### src/sfe_pkg.sv
// Shared constants for the serial flash erase and power-down link
package sfe_pkg;
	// System clock and link timing
	localparam int unsigned CLK_PERIOD_NS = 50;
	localparam int unsigned HALF_SCK_CYCLES = 8;
	localparam int unsigned T_DP_NS = 3000;
	localparam int unsigned T_RES_NS = 3000;
	localparam int unsigned T_SE_US = 1000;
	localparam int unsigned T_BE_US = 8000;
	localparam int unsigned DP_CYCLES =
		(T_DP_NS + CLK_PERIOD_NS - 1) / CLK_PERIOD_NS;
	localparam int unsigned RES_CYCLES =
		(T_RES_NS + CLK_PERIOD_NS - 1) / CLK_PERIOD_NS;
	localparam int unsigned SE_CYCLES =
		(T_SE_US * 1000 + CLK_PERIOD_NS - 1) / CLK_PERIOD_NS;
	localparam int unsigned BE_CYCLES =
		(T_BE_US * 1000 + CLK_PERIOD_NS - 1) / CLK_PERIOD_NS;

	// Command opcodes
	localparam logic [7:0] OP_WRITE_ARM = 8'h06;
	localparam logic [7:0] OP_WRITE_DISARM = 8'h04;
	localparam logic [7:0] OP_STATUS_READ = 8'h05;
	localparam logic [7:0] OP_SECTOR_WIPE_A = 8'h20;
	localparam logic [7:0] OP_SECTOR_WIPE_B = 8'hd8;
	localparam logic [7:0] OP_WHOLE_WIPE_A = 8'hc7;
	localparam logic [7:0] OP_WHOLE_WIPE_B = 8'h60;
	localparam logic [7:0] OP_DEEP_SLEEP = 8'hb9;
	localparam logic [7:0] OP_WAKE = 8'hab;
	localparam logic [7:0] OP_PAR_ENTER = 8'h55;
	localparam logic [7:0] OP_PAR_EXIT = 8'h45;

	// Frame lengths in bytes, opcode included
	localparam logic [2:0] BYTES_OPCODE_ONLY = 3'h1;
	localparam logic [2:0] BYTES_SECTOR_WIPE = 3'h4;
	localparam logic [2:0] BYTES_BEFORE_SIG = 3'h4;

	// Device status byte and array layout
	localparam int unsigned SR_BUSY_BIT = 0;
	localparam int unsigned SR_LATCH_BIT = 1;
	localparam int unsigned SR_PROTECT_LSB = 2;
	localparam int unsigned SECTORS = 64;
	localparam int unsigned SECTOR_LSB = 18;
	localparam logic [63:0] BLANK_RST = 64'hffffffffffffffff;

	// Synchronised pin vector of the device: cs_n, sck, si
	localparam int unsigned PIN_CS = 2;
	localparam int unsigned PIN_SCK = 1;
	localparam int unsigned PIN_SI = 0;
	localparam logic [2:0] PIN_RST = 3'h4;

	// Host controller registers
	localparam logic [7:0] REG_CTRL = 8'h00;
	localparam logic [7:0] REG_ADDR = 8'h04;
	localparam logic [7:0] REG_STATUS = 8'h08;
	localparam logic [7:0] REG_RXDATA = 8'h0c;
	localparam int unsigned CTRL_TXN_LSB = 8;
	localparam int unsigned CTRL_RXN_LSB = 10;
	localparam int unsigned CTRL_PAR_BIT = 12;
	localparam int unsigned STAT_BUSY_BIT = 0;
endpackage

### src/sfe_link_if.sv
// Serial flash link between host controller and flash device
`timescale 1ns/1ns
interface sfe_link_if;
	logic cs_n;
	logic sck;
	logic si;
	logic so;
	logic so_oe;
	logic [7:0] byte_lane_pins;
	logic lane_oe;
	modport device(input cs_n, input sck, input si, output so,
		output so_oe, output byte_lane_pins, output lane_oe);
	modport host(output cs_n, output sck, output si, input so,
		input so_oe, input byte_lane_pins, input lane_oe);
endinterface

### src/sfe_device.sv
// Flash device end: erase, deep sleep, wake and signature commands
// Operation
// - Sector wipe, opcode 20h or D8h, erases sector
// - Erase needs write-arm latch set first
// - Host sends opcode plus three address bytes
// - Chip select rising off byte boundary discards
// - Erase starts on chip select rise; busy
// - Latch cleared before erase completes
// - Protected sector is never wiped
// - Whole wipe uses C7h or 60h
// - Whole wipe only with protect bits zero
// - Whole wipe is opcode only, starts on rise
// - In deep sleep only wake is heard
// - Deep sleep entered after entry delay
// - Standby whenever deselected and idle
// - Deep sleep refused while erasing
// - Reset always lands in ordinary standby
// - Wake returns to standby after wake delay
// - Signature after three dummies, falling edges
// - Signature repeats every eight clocks
// - Signature read ends on rise; standby
// - Parallel mode gives byte per clock
// - Host keeps clock within speed limits
// - Busy at status bit 0, latch bit 1
//
// Register access over APB and the register addresses were left to the implementer.
`timescale 1ns/1ns
module sfe_device #(
	parameter int unsigned SE_CYCLES = sfe_pkg::SE_CYCLES,
	parameter int unsigned BE_CYCLES = sfe_pkg::BE_CYCLES,
	parameter logic [7:0] SIGNATURE = 8'h5a // Arbitrary value
) (
	input wire logic pclk,
	input wire logic presetn,
	sfe_link_if.device link,
	input wire logic [2:0] protect_level_bits,
	input wire logic mark_used,
	input wire logic [5:0] mark_used_sector,
	output logic busy_flag,
	output logic write_arm_latch,
	output logic deep_sleep,
	output logic standby,
	output logic parallel_mode,
	output logic [63:0] sector_blank
);
	typedef enum logic [2:0] {
		ST_IDLE,
		ST_ERASE,
		ST_DP_ENTER,
		ST_DEEP,
		ST_WAKE
	} sfe_dev_state_e;

	sfe_dev_state_e state;
	logic [2:0] pin_in;
	logic [2:0] pin_s1;
	logic [2:0] pin_s2;
	logic [2:0] pin_s3;
	logic [2:0] pin_f;
	logic [2:0] pin_v;
	logic cs_rise;
	logic cs_fall;
	logic sck_rise;
	logic sck_fall;
	logic [2:0] bit_cnt;
	logic [2:0] byte_cnt;
	logic [7:0] shreg;
	logic [7:0] new_byte;
	logic [7:0] opcode;
	logic [23:0] addr;
	logic [23:0] timer;
	logic wipe_all;
	logic [5:0] wipe_sector;
	logic cmd_done;
	logic idle_cmd;
	logic is_sector_wipe;
	logic is_whole_wipe;
	logic [6:0] prot_floor;
	logic sector_protected;
	logic wipe_go;
	logic sleep_go;
	logic [7:0] status_byte;
	logic [7:0] out_byte;
	logic out_en;
	logic [2:0] out_bit;
	logic so_q;
	logic so_oe_q;
	logic [7:0] lane_q;
	logic lane_oe_q;

	assign pin_in = {link.cs_n, link.sck, link.si};

	// Three-stage synchronisers; a level counts once stages two and three agree
	genvar g;
	generate
		for (g = 0; g < 3; g++) begin : g_sync
			always_ff @(posedge pclk or negedge presetn) begin
				if (!presetn) begin
					pin_s1[g] <= sfe_pkg::PIN_RST[g];
					pin_s2[g] <= sfe_pkg::PIN_RST[g];
					pin_s3[g] <= sfe_pkg::PIN_RST[g];
					pin_f[g] <= sfe_pkg::PIN_RST[g];
				end else begin
					pin_s1[g] <= pin_in[g];
					pin_s2[g] <= pin_s1[g];
					pin_s3[g] <= pin_s2[g];
					pin_f[g] <= pin_v[g];
				end
			end
			assign pin_v[g] = (pin_s2[g] == pin_s3[g]) ? pin_s3[g] : pin_f[g];
		end
	endgenerate

	// Edges of the filtered link pins; the clock only counts inside a frame
	assign cs_rise = pin_v[sfe_pkg::PIN_CS] & ~pin_f[sfe_pkg::PIN_CS];
	assign cs_fall = ~pin_v[sfe_pkg::PIN_CS] & pin_f[sfe_pkg::PIN_CS];
	assign sck_rise = pin_v[sfe_pkg::PIN_SCK] & ~pin_f[sfe_pkg::PIN_SCK] &
		~pin_f[sfe_pkg::PIN_CS];
	assign sck_fall = ~pin_v[sfe_pkg::PIN_SCK] & pin_f[sfe_pkg::PIN_SCK] &
		~pin_f[sfe_pkg::PIN_CS];
	assign new_byte = {shreg[6:0], pin_v[sfe_pkg::PIN_SI]};

	// Input shifter: opcode byte, then up to three address or dummy bytes
	always_ff @(posedge pclk or negedge presetn) begin
		if (!presetn) begin
			bit_cnt <= 3'h0;
			byte_cnt <= 3'h0;
			shreg <= 8'h00;
			opcode <= 8'h00;
			addr <= 24'h000000;
		end else if (cs_fall) begin
			bit_cnt <= 3'h0;
			byte_cnt <= 3'h0;
		end else if (sck_rise) begin
			shreg <= new_byte;
			bit_cnt <= bit_cnt + 3'h1;
			if (bit_cnt == 3'h7) begin
				// Saturates so an overlong frame never aliases a short one
				if (byte_cnt != 3'h7) begin
					byte_cnt <= byte_cnt + 3'h1;
				end
				if (byte_cnt == 3'h0) begin
					opcode <= new_byte;
				end else if (byte_cnt < sfe_pkg::BYTES_SECTOR_WIPE) begin
					addr <= {addr[15:0], new_byte};
				end
			end
		end
	end

	// A command counts only if deselect falls on a byte boundary
	assign cmd_done = cs_rise && bit_cnt == 3'h0 && byte_cnt != 3'h0;
	assign idle_cmd = cmd_done && state == ST_IDLE;
	assign is_sector_wipe = (opcode == sfe_pkg::OP_SECTOR_WIPE_A ||
		opcode == sfe_pkg::OP_SECTOR_WIPE_B) &&
		byte_cnt == sfe_pkg::BYTES_SECTOR_WIPE;
	assign is_whole_wipe = (opcode == sfe_pkg::OP_WHOLE_WIPE_A ||
		opcode == sfe_pkg::OP_WHOLE_WIPE_B) &&
		byte_cnt == sfe_pkg::BYTES_OPCODE_ONLY;

	// Upper part of the array is protected, growing with the level
	assign prot_floor = 7'h40 - (7'h01 << (protect_level_bits - 3'h1));
	assign sector_protected = protect_level_bits != 3'h0 &&
		{1'b0, addr[23:sfe_pkg::SECTOR_LSB]} >= prot_floor;

	assign wipe_go = idle_cmd && write_arm_latch &&
		((is_sector_wipe && !sector_protected) ||
		(is_whole_wipe && protect_level_bits == 3'h0));
	assign sleep_go = idle_cmd && opcode == sfe_pkg::OP_DEEP_SLEEP &&
		byte_cnt == sfe_pkg::BYTES_OPCODE_ONLY;

	// Operation sequencer with its own delay timer
	always_ff @(posedge pclk or negedge presetn) begin
		if (!presetn) begin
			state <= ST_IDLE;
			timer <= 24'h000000;
			wipe_all <= 1'b0;
			wipe_sector <= 6'h00;
			busy_flag <= 1'b0;
			deep_sleep <= 1'b0;
		end else begin
			case (state)
				ST_IDLE: begin
					if (wipe_go) begin
						state <= ST_ERASE;
						busy_flag <= 1'b1;
						wipe_all <= is_whole_wipe;
						wipe_sector <= addr[23:sfe_pkg::SECTOR_LSB];
						timer <= is_whole_wipe ? 24'(BE_CYCLES - 1) :
							24'(SE_CYCLES - 1);
					end else if (sleep_go) begin
						state <= ST_DP_ENTER;
						timer <= 24'(sfe_pkg::DP_CYCLES - 1);
					end
				end
				ST_ERASE: begin
					timer <= timer - 24'h000001;
					if (timer == 24'h000000) begin
						state <= ST_IDLE;
						busy_flag <= 1'b0;
					end
				end
				ST_DP_ENTER: begin
					timer <= timer - 24'h000001;
					if (timer == 24'h000000) begin
						state <= ST_DEEP;
						deep_sleep <= 1'b1;
					end
				end
				ST_DEEP: begin
					if (cmd_done && opcode == sfe_pkg::OP_WAKE) begin
						state <= ST_WAKE;
						timer <= 24'(sfe_pkg::RES_CYCLES - 1);
					end
				end
				ST_WAKE: begin
					timer <= timer - 24'h000001;
					if (timer == 24'h000000) begin
						state <= ST_IDLE;
						deep_sleep <= 1'b0;
					end
				end
				default: begin
					state <= ST_IDLE;
				end
			endcase
		end
	end

	// Write-arm latch; dropped as soon as an erase is launched
	always_ff @(posedge pclk or negedge presetn) begin
		if (!presetn) begin
			write_arm_latch <= 1'b0;
		end else if (wipe_go) begin
			write_arm_latch <= 1'b0;
		end else if (idle_cmd && byte_cnt == sfe_pkg::BYTES_OPCODE_ONLY) begin
			if (opcode == sfe_pkg::OP_WRITE_ARM) begin
				write_arm_latch <= 1'b1;
			end else if (opcode == sfe_pkg::OP_WRITE_DISARM) begin
				write_arm_latch <= 1'b0;
			end
		end
	end

	// Parallel mode persists until its exit command or reset
	always_ff @(posedge pclk or negedge presetn) begin
		if (!presetn) begin
			parallel_mode <= 1'b0;
		end else if (idle_cmd && byte_cnt == sfe_pkg::BYTES_OPCODE_ONLY) begin
			if (opcode == sfe_pkg::OP_PAR_ENTER) begin
				parallel_mode <= 1'b1;
			end else if (opcode == sfe_pkg::OP_PAR_EXIT) begin
				parallel_mode <= 1'b0;
			end
		end
	end

	// Erased-sector map; a finishing erase wins over a same-cycle mark
	always_ff @(posedge pclk or negedge presetn) begin
		if (!presetn) begin
			sector_blank <= sfe_pkg::BLANK_RST;
		end else begin
			if (mark_used) begin
				sector_blank[mark_used_sector] <= 1'b0;
			end
			if (state == ST_ERASE && timer == 24'h000000) begin
				if (wipe_all) begin
					sector_blank <= sfe_pkg::BLANK_RST;
				end else begin
					sector_blank[wipe_sector] <= 1'b1;
				end
			end
		end
	end

	// Standby once deselected with nothing running, any command included
	always_ff @(posedge pclk or negedge presetn) begin
		if (!presetn) begin
			standby <= 1'b1;
		end else begin
			standby <= pin_f[sfe_pkg::PIN_CS] && state == ST_IDLE;
		end
	end

	// Status byte seen by the status read
	always_comb begin
		status_byte = 8'h00;
		status_byte[sfe_pkg::SR_BUSY_BIT] = busy_flag;
		status_byte[sfe_pkg::SR_LATCH_BIT] = write_arm_latch;
		status_byte[sfe_pkg::SR_PROTECT_LSB +: 3] = protect_level_bits;
	end

	// Status read is deaf in deep sleep; signature follows three dummies
	assign out_en = (opcode == sfe_pkg::OP_STATUS_READ && byte_cnt != 3'h0 &&
		state != ST_DEEP) || (opcode == sfe_pkg::OP_WAKE &&
		byte_cnt >= sfe_pkg::BYTES_BEFORE_SIG);
	assign out_byte = (opcode == sfe_pkg::OP_STATUS_READ) ? status_byte :
		SIGNATURE;

	// Output driver changes on the falling link clock, released on deselect
	always_ff @(posedge pclk or negedge presetn) begin
		if (!presetn) begin
			so_q <= 1'b0;
			so_oe_q <= 1'b0;
			lane_q <= 8'h00;
			lane_oe_q <= 1'b0;
			out_bit <= 3'h0;
		end else if (pin_f[sfe_pkg::PIN_CS]) begin
			so_oe_q <= 1'b0;
			lane_oe_q <= 1'b0;
			out_bit <= 3'h0;
		end else if (sck_fall && out_en) begin
			if (parallel_mode) begin
				lane_q <= out_byte;
				lane_oe_q <= 1'b1;
			end else begin
				so_q <= out_byte[3'h7 - out_bit];
				so_oe_q <= 1'b1;
				out_bit <= out_bit + 3'h1;
			end
		end
	end

	assign link.so = so_q;
	assign link.so_oe = so_oe_q;
	assign link.byte_lane_pins = lane_q;
	assign link.lane_oe = lane_oe_q;
endmodule

### src/flat_wrapper.sv
// flat-port wrapper written by rule: the top's interface ports become plain ports
module sfe_device_flat 
#(
	parameter int unsigned SE_CYCLES = sfe_pkg::SE_CYCLES,
	parameter int unsigned BE_CYCLES = sfe_pkg::BE_CYCLES,
	parameter logic [7:0] SIGNATURE = 8'h5a                   
)
  (pclk, presetn, protect_level_bits, mark_used, mark_used_sector, busy_flag, write_arm_latch, deep_sleep, standby, parallel_mode, sector_blank, link_cs_n, link_sck, link_si, link_so, link_so_oe, link_byte_lane_pins, link_lane_oe);
  sfe_link_if link_i ();
  input wire logic pclk;
  input wire logic presetn;
  input wire logic [2:0] protect_level_bits;
  input wire logic mark_used;
  input wire logic [5:0] mark_used_sector;
  output logic busy_flag;
  output logic write_arm_latch;
  output logic deep_sleep;
  output logic standby;
  output logic parallel_mode;
  output logic [63:0] sector_blank;
  input wire logic [$bits(link_i.cs_n)-1:0] link_cs_n;
  input wire logic [$bits(link_i.sck)-1:0] link_sck;
  input wire logic [$bits(link_i.si)-1:0] link_si;
  output wire logic [$bits(link_i.so)-1:0] link_so;
  output wire logic [$bits(link_i.so_oe)-1:0] link_so_oe;
  output wire logic [$bits(link_i.byte_lane_pins)-1:0] link_byte_lane_pins;
  output wire logic [$bits(link_i.lane_oe)-1:0] link_lane_oe;
  assign link_i.cs_n = link_cs_n;
  assign link_i.sck = link_sck;
  assign link_i.si = link_si;
  assign link_so = link_i.so;
  assign link_so_oe = link_i.so_oe;
  assign link_byte_lane_pins = link_i.byte_lane_pins;
  assign link_lane_oe = link_i.lane_oe;
  sfe_device #(.SE_CYCLES(SE_CYCLES), .BE_CYCLES(BE_CYCLES), .SIGNATURE(SIGNATURE)) u_core (.pclk(pclk), .presetn(presetn), .link(link_i), .protect_level_bits(protect_level_bits), .mark_used(mark_used), .mark_used_sector(mark_used_sector), .busy_flag(busy_flag), .write_arm_latch(write_arm_latch), .deep_sleep(deep_sleep), .standby(standby), .parallel_mode(parallel_mode), .sector_blank(sector_blank));
endmodule
### config.mk
export PLATFORM = sky130hd
export DESIGN_NAME = sfe_device_flat
export DESIGN_NICKNAME = d
export VERILOG_FILES = /design/src/sfe_pkg.sv /design/src/sfe_link_if.sv /design/src/sfe_device.sv /design/src/flat_wrapper.sv
export SDC_FILE = /design/constraint.sdc
export NUM_CORES = 1
export LEC_CHECK = 0
export BUFFER_PORTS_ARGS = -buffer_cell sky130_fd_sc_hd__buf_2
export CAP_MARGIN = 20
export CORE_MARGIN = 1.5
export CORE_UTILIZATION = 40
export CTS_CLUSTER_SIZE = 30
export DETAILED_ROUTE_END_ITERATION = 7
export HOLD_SLACK_MARGIN = 0.03
export PLACE_DENSITY = 0.56
export SLEW_MARGIN = 20
export SYNTH_ARGS = -nofsm -noshare
export SYNTH_HDL_FRONTEND = slang
export SYNTH_SLANG_ARGS = --single-unit
### constraint.sdc
create_clock -name pclk -period 5.8 [get_ports pclk]
set_clock_uncertainty 0.15 [all_clocks]
set_input_delay 0.58 -clock pclk [delete_from_list [all_inputs] [get_ports pclk]]
set_output_delay 0.58 -clock pclk [all_outputs]
set_load 0.01 [all_outputs]
# Word-level counts from Yosys, hierarchy flattened
# Index checks and enable logic that the tools add are counted.
# W data, S select, Z words.
[classes]
add_sub_neg = 7
n_mul = 0
div = 0
order_cmp = 8
n_eq_ne = 31
shift = 1
muxes = 50
bitwise_logic = 16
reduce_logical = 62
[op_table]
columns = ["op", "n"]
rows = [
  ["$mux W64", 3],
  ["$mux W24", 3],
  ["$pmux W24 S3", 1],
  ["$and A64 B64 Y64", 1],
  ["$not A64 Y64", 1],
  ["$or A64 B64 Y64", 1],
  ["$mux W3", 14],
  ["$eq A8 B8 Y1 const B", 4],
  ["$eq A8 B3 Y1 const B", 3],
  ["$eq A8 B7 Y1 const B", 3],
  ["$logic_not A24 Y1", 1],
  ["$sub A24 B1 Y24 const B", 1],
  ["$logic_and A1 B1 Y1", 22],
  ["$mux W1", 21],
  ["$mux W18", 1],
  ["$reduce_and A3 Y1", 6],
  ["$reduce_bool A2 Y1", 9],
  ["$lt A6 B7 Y1 const B", 2],
  ["$demux W1 S6", 2],
  ["$ge A6 B1 Y1 const B", 2],
  ["$logic_not A3 Y1", 4],
  ["$ne A2 B1 Y1 const B", 6],
  ["$pmux W3 S4", 1],
  ["$reduce_and A2 Y1", 6],
  ["other kinds (30)", 57],
]
[word_totals]
ff_bits = 174
latch_bits = 0
ram_bits = 0
romBits = 0
word_cells = 207
n_memories = 0

# Logic depth before layout (Yosys ltp)
[depth]
depth_word = 11
ltp_mapped = 16

# Worst setup path after synthesis
# Ideal clock, no wire load.
[synth_timing]
path_type = "input port to flip-flop"
from = "input port protect_level_bits[1]"
to = "register u_core.timer[19]"
setup_ns = 0.126
t_arrival_ns = 3.490
required_time_ns = 5.524
setup_slack_ns = 2.034
stages = 13
n_path_buf = 1
path_cell_list = "or3b_2 ha_1 inv_1 nand3_1 o22ai_1 ha_1 a211o_1 o221ai_1 a41oi_1 o21a_1 or2_2 clkbuf_1 a221o_1"
[synth_between]
elab_chain_cells = 11
elab_cells_between_ends = 16
[synth_lines]
columns = ["element", "line", "rtl"]
rows = [
  ["from (decl)", "flat_wrapper.sv:12", "input wire logic [2:0] protect_level_bits;"],
  ["$sub A3 B1 Y3", "sfe_device.sv:162", "assign prot_floor = 7'h40 - (7'h01 << (protect_level_bits - 3'h1));"],
  ["$shl A1 B3 Y7", "sfe_device.sv:162", ""],
  ["$sub A7 B7 Y7", "sfe_device.sv:162", ""],
  ["$ge A6 B7 Y1", "sfe_device.sv:164", "{1'b0, addr[23:sfe_pkg::SECTOR_LSB]} >= prot_floor;"],
  ["$logic_and A1 B1 Y1", "sfe_device.sv:163", "assign sector_protected = protect_level_bits != 3'h0 &&"],
  ["$logic_not A1 Y1", "sfe_device.sv:167", "((is_sector_wipe && !sector_protected) ||"],
  ["$logic_and A1 B1 Y1", "sfe_device.sv:167", ""],
  ["$logic_or A1 B1 Y1 (*)", "sfe_device.sv:167", ""],
  ["$logic_and A1 B1 Y1 (*)", "sfe_device.sv:166", "assign wipe_go = idle_cmd && write_arm_latch &&"],
  ["$ne A3 B1 Y1 (no source line) or $mux W24 (tied branches)", "-", ""],
  ["$reduce_and A3 Y1 (no source line) or $pmux W24 S3 (tied branches)", "-", ""],
  ["to (signal assigned)", "sfe_device.sv:189", "timer <= is_whole_wipe ? 24'(BE_CYCLES - 1) :"],
  ["to (signal assigned)", "sfe_device.sv:193", "timer <= 24'(sfe_pkg::DP_CYCLES - 1);"],
  ["to (signal assigned)", "sfe_device.sv:197", "timer <= timer - 24'h000001;"],
  ["to (decl)", "sfe_device.sv:71", "logic [23:0] timer;"],
]
# Every way passes the cells marked *; elsewhere a longest branch is shown, timed or not.
# A chain may end at the register's enable or synchronous reset.

# Worst setup path in the final report
[layout_timing]
from = "input port protect_level_bits[0]"
to = "register u_core.wipe_sector[1]"
[layout_between]
elab_chain_cells = 10
elab_cells_between_ends = 13
[layout_lines]
columns = ["element", "line", "rtl"]
rows = [
  ["$sub A3 B1 Y3", "sfe_device.sv:162", ""],
  ["$shl A1 B3 Y7", "sfe_device.sv:162", ""],
  ["$sub A7 B7 Y7", "sfe_device.sv:162", ""],
  ["$ge A6 B7 Y1", "sfe_device.sv:164", ""],
  ["$logic_and A1 B1 Y1", "sfe_device.sv:163", ""],
  ["$logic_not A1 Y1", "sfe_device.sv:167", ""],
  ["$logic_and A1 B1 Y1", "sfe_device.sv:167", ""],
  ["$logic_or A1 B1 Y1 (*)", "sfe_device.sv:167", ""],
  ["$logic_and A1 B1 Y1 (*)", "sfe_device.sv:166", ""],
  ["$reduce_and A2 Y1 (no source line) (*)", "-", ""],
  ["to (signal assigned)", "sfe_device.sv:188", "wipe_sector <= addr[23:sfe_pkg::SECTOR_LSB];"],
  ["to (decl)", "sfe_device.sv:73", "logic [5:0] wipe_sector;"],
]
# Marked as above.

==> flow_summary_export.csv <==
group,metric,value,unit
routing,drt-initial-drc-count,696,
run,cap_violations,0,
grt,grt_max_degree,66,
clocking,cts_tree,"built",
setup_path,critPathMaxStageDelay,0.75,ns
placed_design,placed_area,0.00868,mm²
grt,grt_pass1_vias,6178,
placed_design,dpl.hpwl,13700,µm
layout,synthToLayoutAreaGrowth,15.4,%
sta,hold_viol_final,0,
setup_path,crit_path_end,"u_core.wipe_sector[1]",
placed_design,place_inst,1119,
setup_path,path_common_cell,"ha_1",
synth,synth.area.top_cells,"dfrtp_1 30%, dfstp_2 22%, o21ai_0 6.3%",
synth,async_flop_share,100,%
sta,tns,0,ns
synth,avgSynthCellArea,9.96,µm²
clocking,root_buffer,"clkbuf_16",
layout,finalNonFillerCells,1152,
synth,syn_area,0.00808,mm²
synth,postSynthCellCount,811,
synth,synth_top_area_share,30.1,%
layout,fillCellCount,1873,
placed_design,numPortBuffers,92,
clocking,cts_inserted_buffers,17,
setup_path,regToRegSetupSlack,2.25,ns
sta,rsz0062_at_grt,"false",
sta,finalCritPeriodShare,65.2,%
layout,regArea,0.00424,mm²
setup_path,crit_family,"compound AO/OA/AOI/OAI gates",
setup_path,crit_fanout,12,
floorplanning,dieArea,0.0211,mm²
layout,final_core_util,47.4,%
clocking,ctsResizeCount,0,
synth,synth_edf_count,0,
setup_path,r2r-start,"u_core.timer[11]",
clocking,cts.sinks,166,
setup_path,reg2reg_to,"u_core.sector_blank[11]",
layout,multi_input_area,0.00352,mm²
sta,finalCriticalPeriod,3.78,ns
grt,overflow,0,
sta,slew_headroom,25.8,%
setup_path,cp-end-kind,"flip-flop",
min_path,hold_path_class,"in -> reg",
synth,synth.distinct_cells,63,
sta,finalMaxSlewViolations,0,
clocking,clk_pin_slew_worst_paths,0.07,ns
floorplanning,core-area,0.0197,mm²
synth,yosysSeqAreaShare,52.5,%
clocking,clock_latency,0.43,ns
routing,drt_wl_total,20800,µm
sta,holdWs,0.0926,ns
floorplanning,initial_core_util,41.1,%
grt,antenna_found_initial,0,
routing,routedWlPerCell,18.1,µm
layout,drive_gt1_share,27.8,%
grt,grt_usage,20.5,%
routing,via_count,6443,
grt,grt_pass1_wl,34500,µm
clocking,clockBufferDepth,2,
setup_path,cp.depth,12,
setup_path,slowest_stage,"a21oi_1",
clocking,post_cts_buffers,0,
power_and_ir_drop,ir_drop,0.000187,V
sta,finalSetupViolCount,0,
layout,insertedDiodeCount,0,
setup_path,required,5.96,ns
routing,viasPerCell,5.59,
clocking,cts_htree_levels,4,
setup_path,reg2reg_depth,5,
synth,synthFlopType,"dfrtp_1",
setup_path,crit_type,"in -> reg",
setup_path,start_kind,"input pin",
power_and_ir_drop,power.leakage,3.89,nW
synth,ys_ff_latch,166,
placed_design,routabilityCongestion,0.826,
status,outcome,"complete, no violations",
setup_path,critPathBufInv,2,
setup_path,cp_data_arrival_time,3.94,ns
setup_path,startpoint,"protect_level_bits[0]",
floorplanning,die_w,145,µm
power_and_ir_drop,powerDensity,312,mW/mm²
sta,fmax,0.264,GHz
synth,yosysWarnings,0,
floorplanning,core.rowCount,51,
setup_path,cp_cell_sequence,"buf_2 > or3b_2 > ha_1 > inv_1 > nand3_1 > o22ai_1 > ha_1 > a211o_1 > o221ai_1 > o21ai_0 > a21oi_1 > mux2_2",
routing,dr.pass1.iters,5,
routing,drc,0,
floorplanning,dieHeight,145,µm
sta,worst_pin_slew,1.11,ns
layout,fin_area,0.00932,mm²
layout,nNetsFinal,904,
floorplanning,ioPinCount,95,
synth,synth_top_area_cell,"dfrtp_1",
routing,drtAntennaViolNets,0,
## final cells by class
| cell class | instances | area share [%] |
|---|---|---|
| clock buffer | 21 | 5.29 |
| tap | 265 | 3.56 |
| multi-input combinational | 569 | 37.8 |
| inverter | 22 | 0.886 |
| sequential | 166 | 45.6 |
| timing repair buffer | 98 | 5.52 |
| clock inverter | 11 | 1.44 |
## kinds of logic after synthesis
group,count (synthesis),synth area share [%]
compound gates,280,19.3
xor+xnor,5,0.542
fa+ha+maj,18,2.70
buf+inv,77,4.24
flops,166,52.5
mux,45,6.18
other cells,1,0.0464
simple gates,219,14.4
## sequential cells by signal (all words and copies together), names as in the netlist, 3 cells and up
signal / flops
u_core.pin_f: 3
u_core.out_bit: 3
u_core.state: 3
u_core.shreg: 7
u_core.opcode: 8
u_core.timer: 24
u_core.pin_s1: 3
u_core.bit_cnt: 3
u_core.pin_s3: 3
u_core.byte_cnt: 3
u_core.link.byte_lane_pins: 6
u_core.addr: 18
u_core.pin_s2: 3
u_core.wipe_sector: 6
u_core.sector_blank: 64
## synthesized netlist by cell type, types with 3 or more instances
cell type / n
or3_1: 11
nand2b_1: 8
dfstp_2: 69
buf_6: 6
and3b_1: 5
nor3b_1: 7
o21ai_1: 49
nor3_1: 22
mux2_2: 39
a21oi_1: 76
dfrtp_1: 97
nor2_1: 46
nand2_1: 43
nand4b_1: 4
nand3_1: 24
o21ai_0: 101
or3b_2: 3
nand4_1: 4
o31ai_1: 10
ha_1: 15
a31oi_1: 7
clkbuf_1: 36
buf_1: 10
or4_1: 6
xnor2_1: 3
a21o_1: 3
maj3_1: 3
and3_1: 6
nand3b_1: 10
a221o_1: 3
o31a_1: 3
inv_1: 22
o211ai_1: 4
mux2i_1: 6
nor4_1: 5
nor2b_1: 7
## how the worst min path moves through the flow
stage	slack [ns]	start	endpoint	cells after the start
after floorplan	0.13	presetn	u_core.addr[10]	0
after global placement	0.18	u_core.pin_s1[1]	u_core.pin_s2[1]	0
after detailed placement	0.19	u_core.pin_s1[1]	u_core.pin_s2[1]	0
after CTS	0.07	link_cs_n	u_core.pin_s1[2]	1
after global routing	0.06	link_cs_n	u_core.pin_s1[2]	1
final	0.09	link_cs_n	u_core.pin_s1[2]	1
## per-stage QoR
| stage | setup WS [ns] | power (mW) |
|---|---|---|
| after floorplan | 2.03 | 1.57 |
| after global placement | 1.62 | 1.73 |
| after detailed placement | 1.60 | 1.73 |
| after CTS | 2.03 | 2.93 |
| after global routing | 1.80 | 3.03 |
| final | 2.02 | 2.91 |
## cell usage in the layout, fill, tap and decap left out, types with 4 or more instances in the layout
cell type | synthesis | routed
and3_1 | 6 | 6
or3_1 | 11 | 11
ha_1 | 15 | 15
buf_2 | 1 | 91
nor3b_1 | 7 | 5
o21ai_0 | 101 | 101
nor4_1 | 5 | 5
o31ai_1 | 10 | 9
nand4_1 | 4 | 4
nor2_1 | 46 | 46
a21oi_1 | 76 | 76
nor2b_1 | 7 | 7
dfrtp_1 | 97 | 96
nor3_1 | 22 | 21
nand2b_1 | 8 | 8
o21ai_1 | 49 | 49
nand4b_1 | 4 | 4
and3b_1 | 5 | 5
o211ai_1 | 4 | 4
or4_1 | 6 | 6
a31oi_1 | 7 | 7
dfstp_2 | 69 | 69
nand2_1 | 43 | 43
mux2_2 | 39 | 39
mux2i_1 | 6 | 6
inv_1 | 22 | 22
clkbuf_16 | 0 | 19
nand3_1 | 24 | 24
nand3b_1 | 10 | 10
buf_4 | 2 | 5
## routing by layer
layer / part of all wire, % / vias up / track usage, %
met4: 1.9 / 0 / 6.53
met5: 0 / - / 0
met3: 5.6 / 34 / 4.78
met2: 46 / 210 / 30.9
met1: 46 / 3132 / 29.0
li1: - / 3067 / -
## timing repair
item	CTS	global route
hold buffers	1	0
hold endpoints to repair	9	0
setup endpoints to repair	0	0
## report_power, final
part           internal [mW]  switching [mW]  total, mW
Combinational          0.129           0.177      0.306
Sequential              1.33          0.0725       1.40
Clock                  0.706           0.488       1.19
Note: power is estimated with default switching activity, not from simulation.
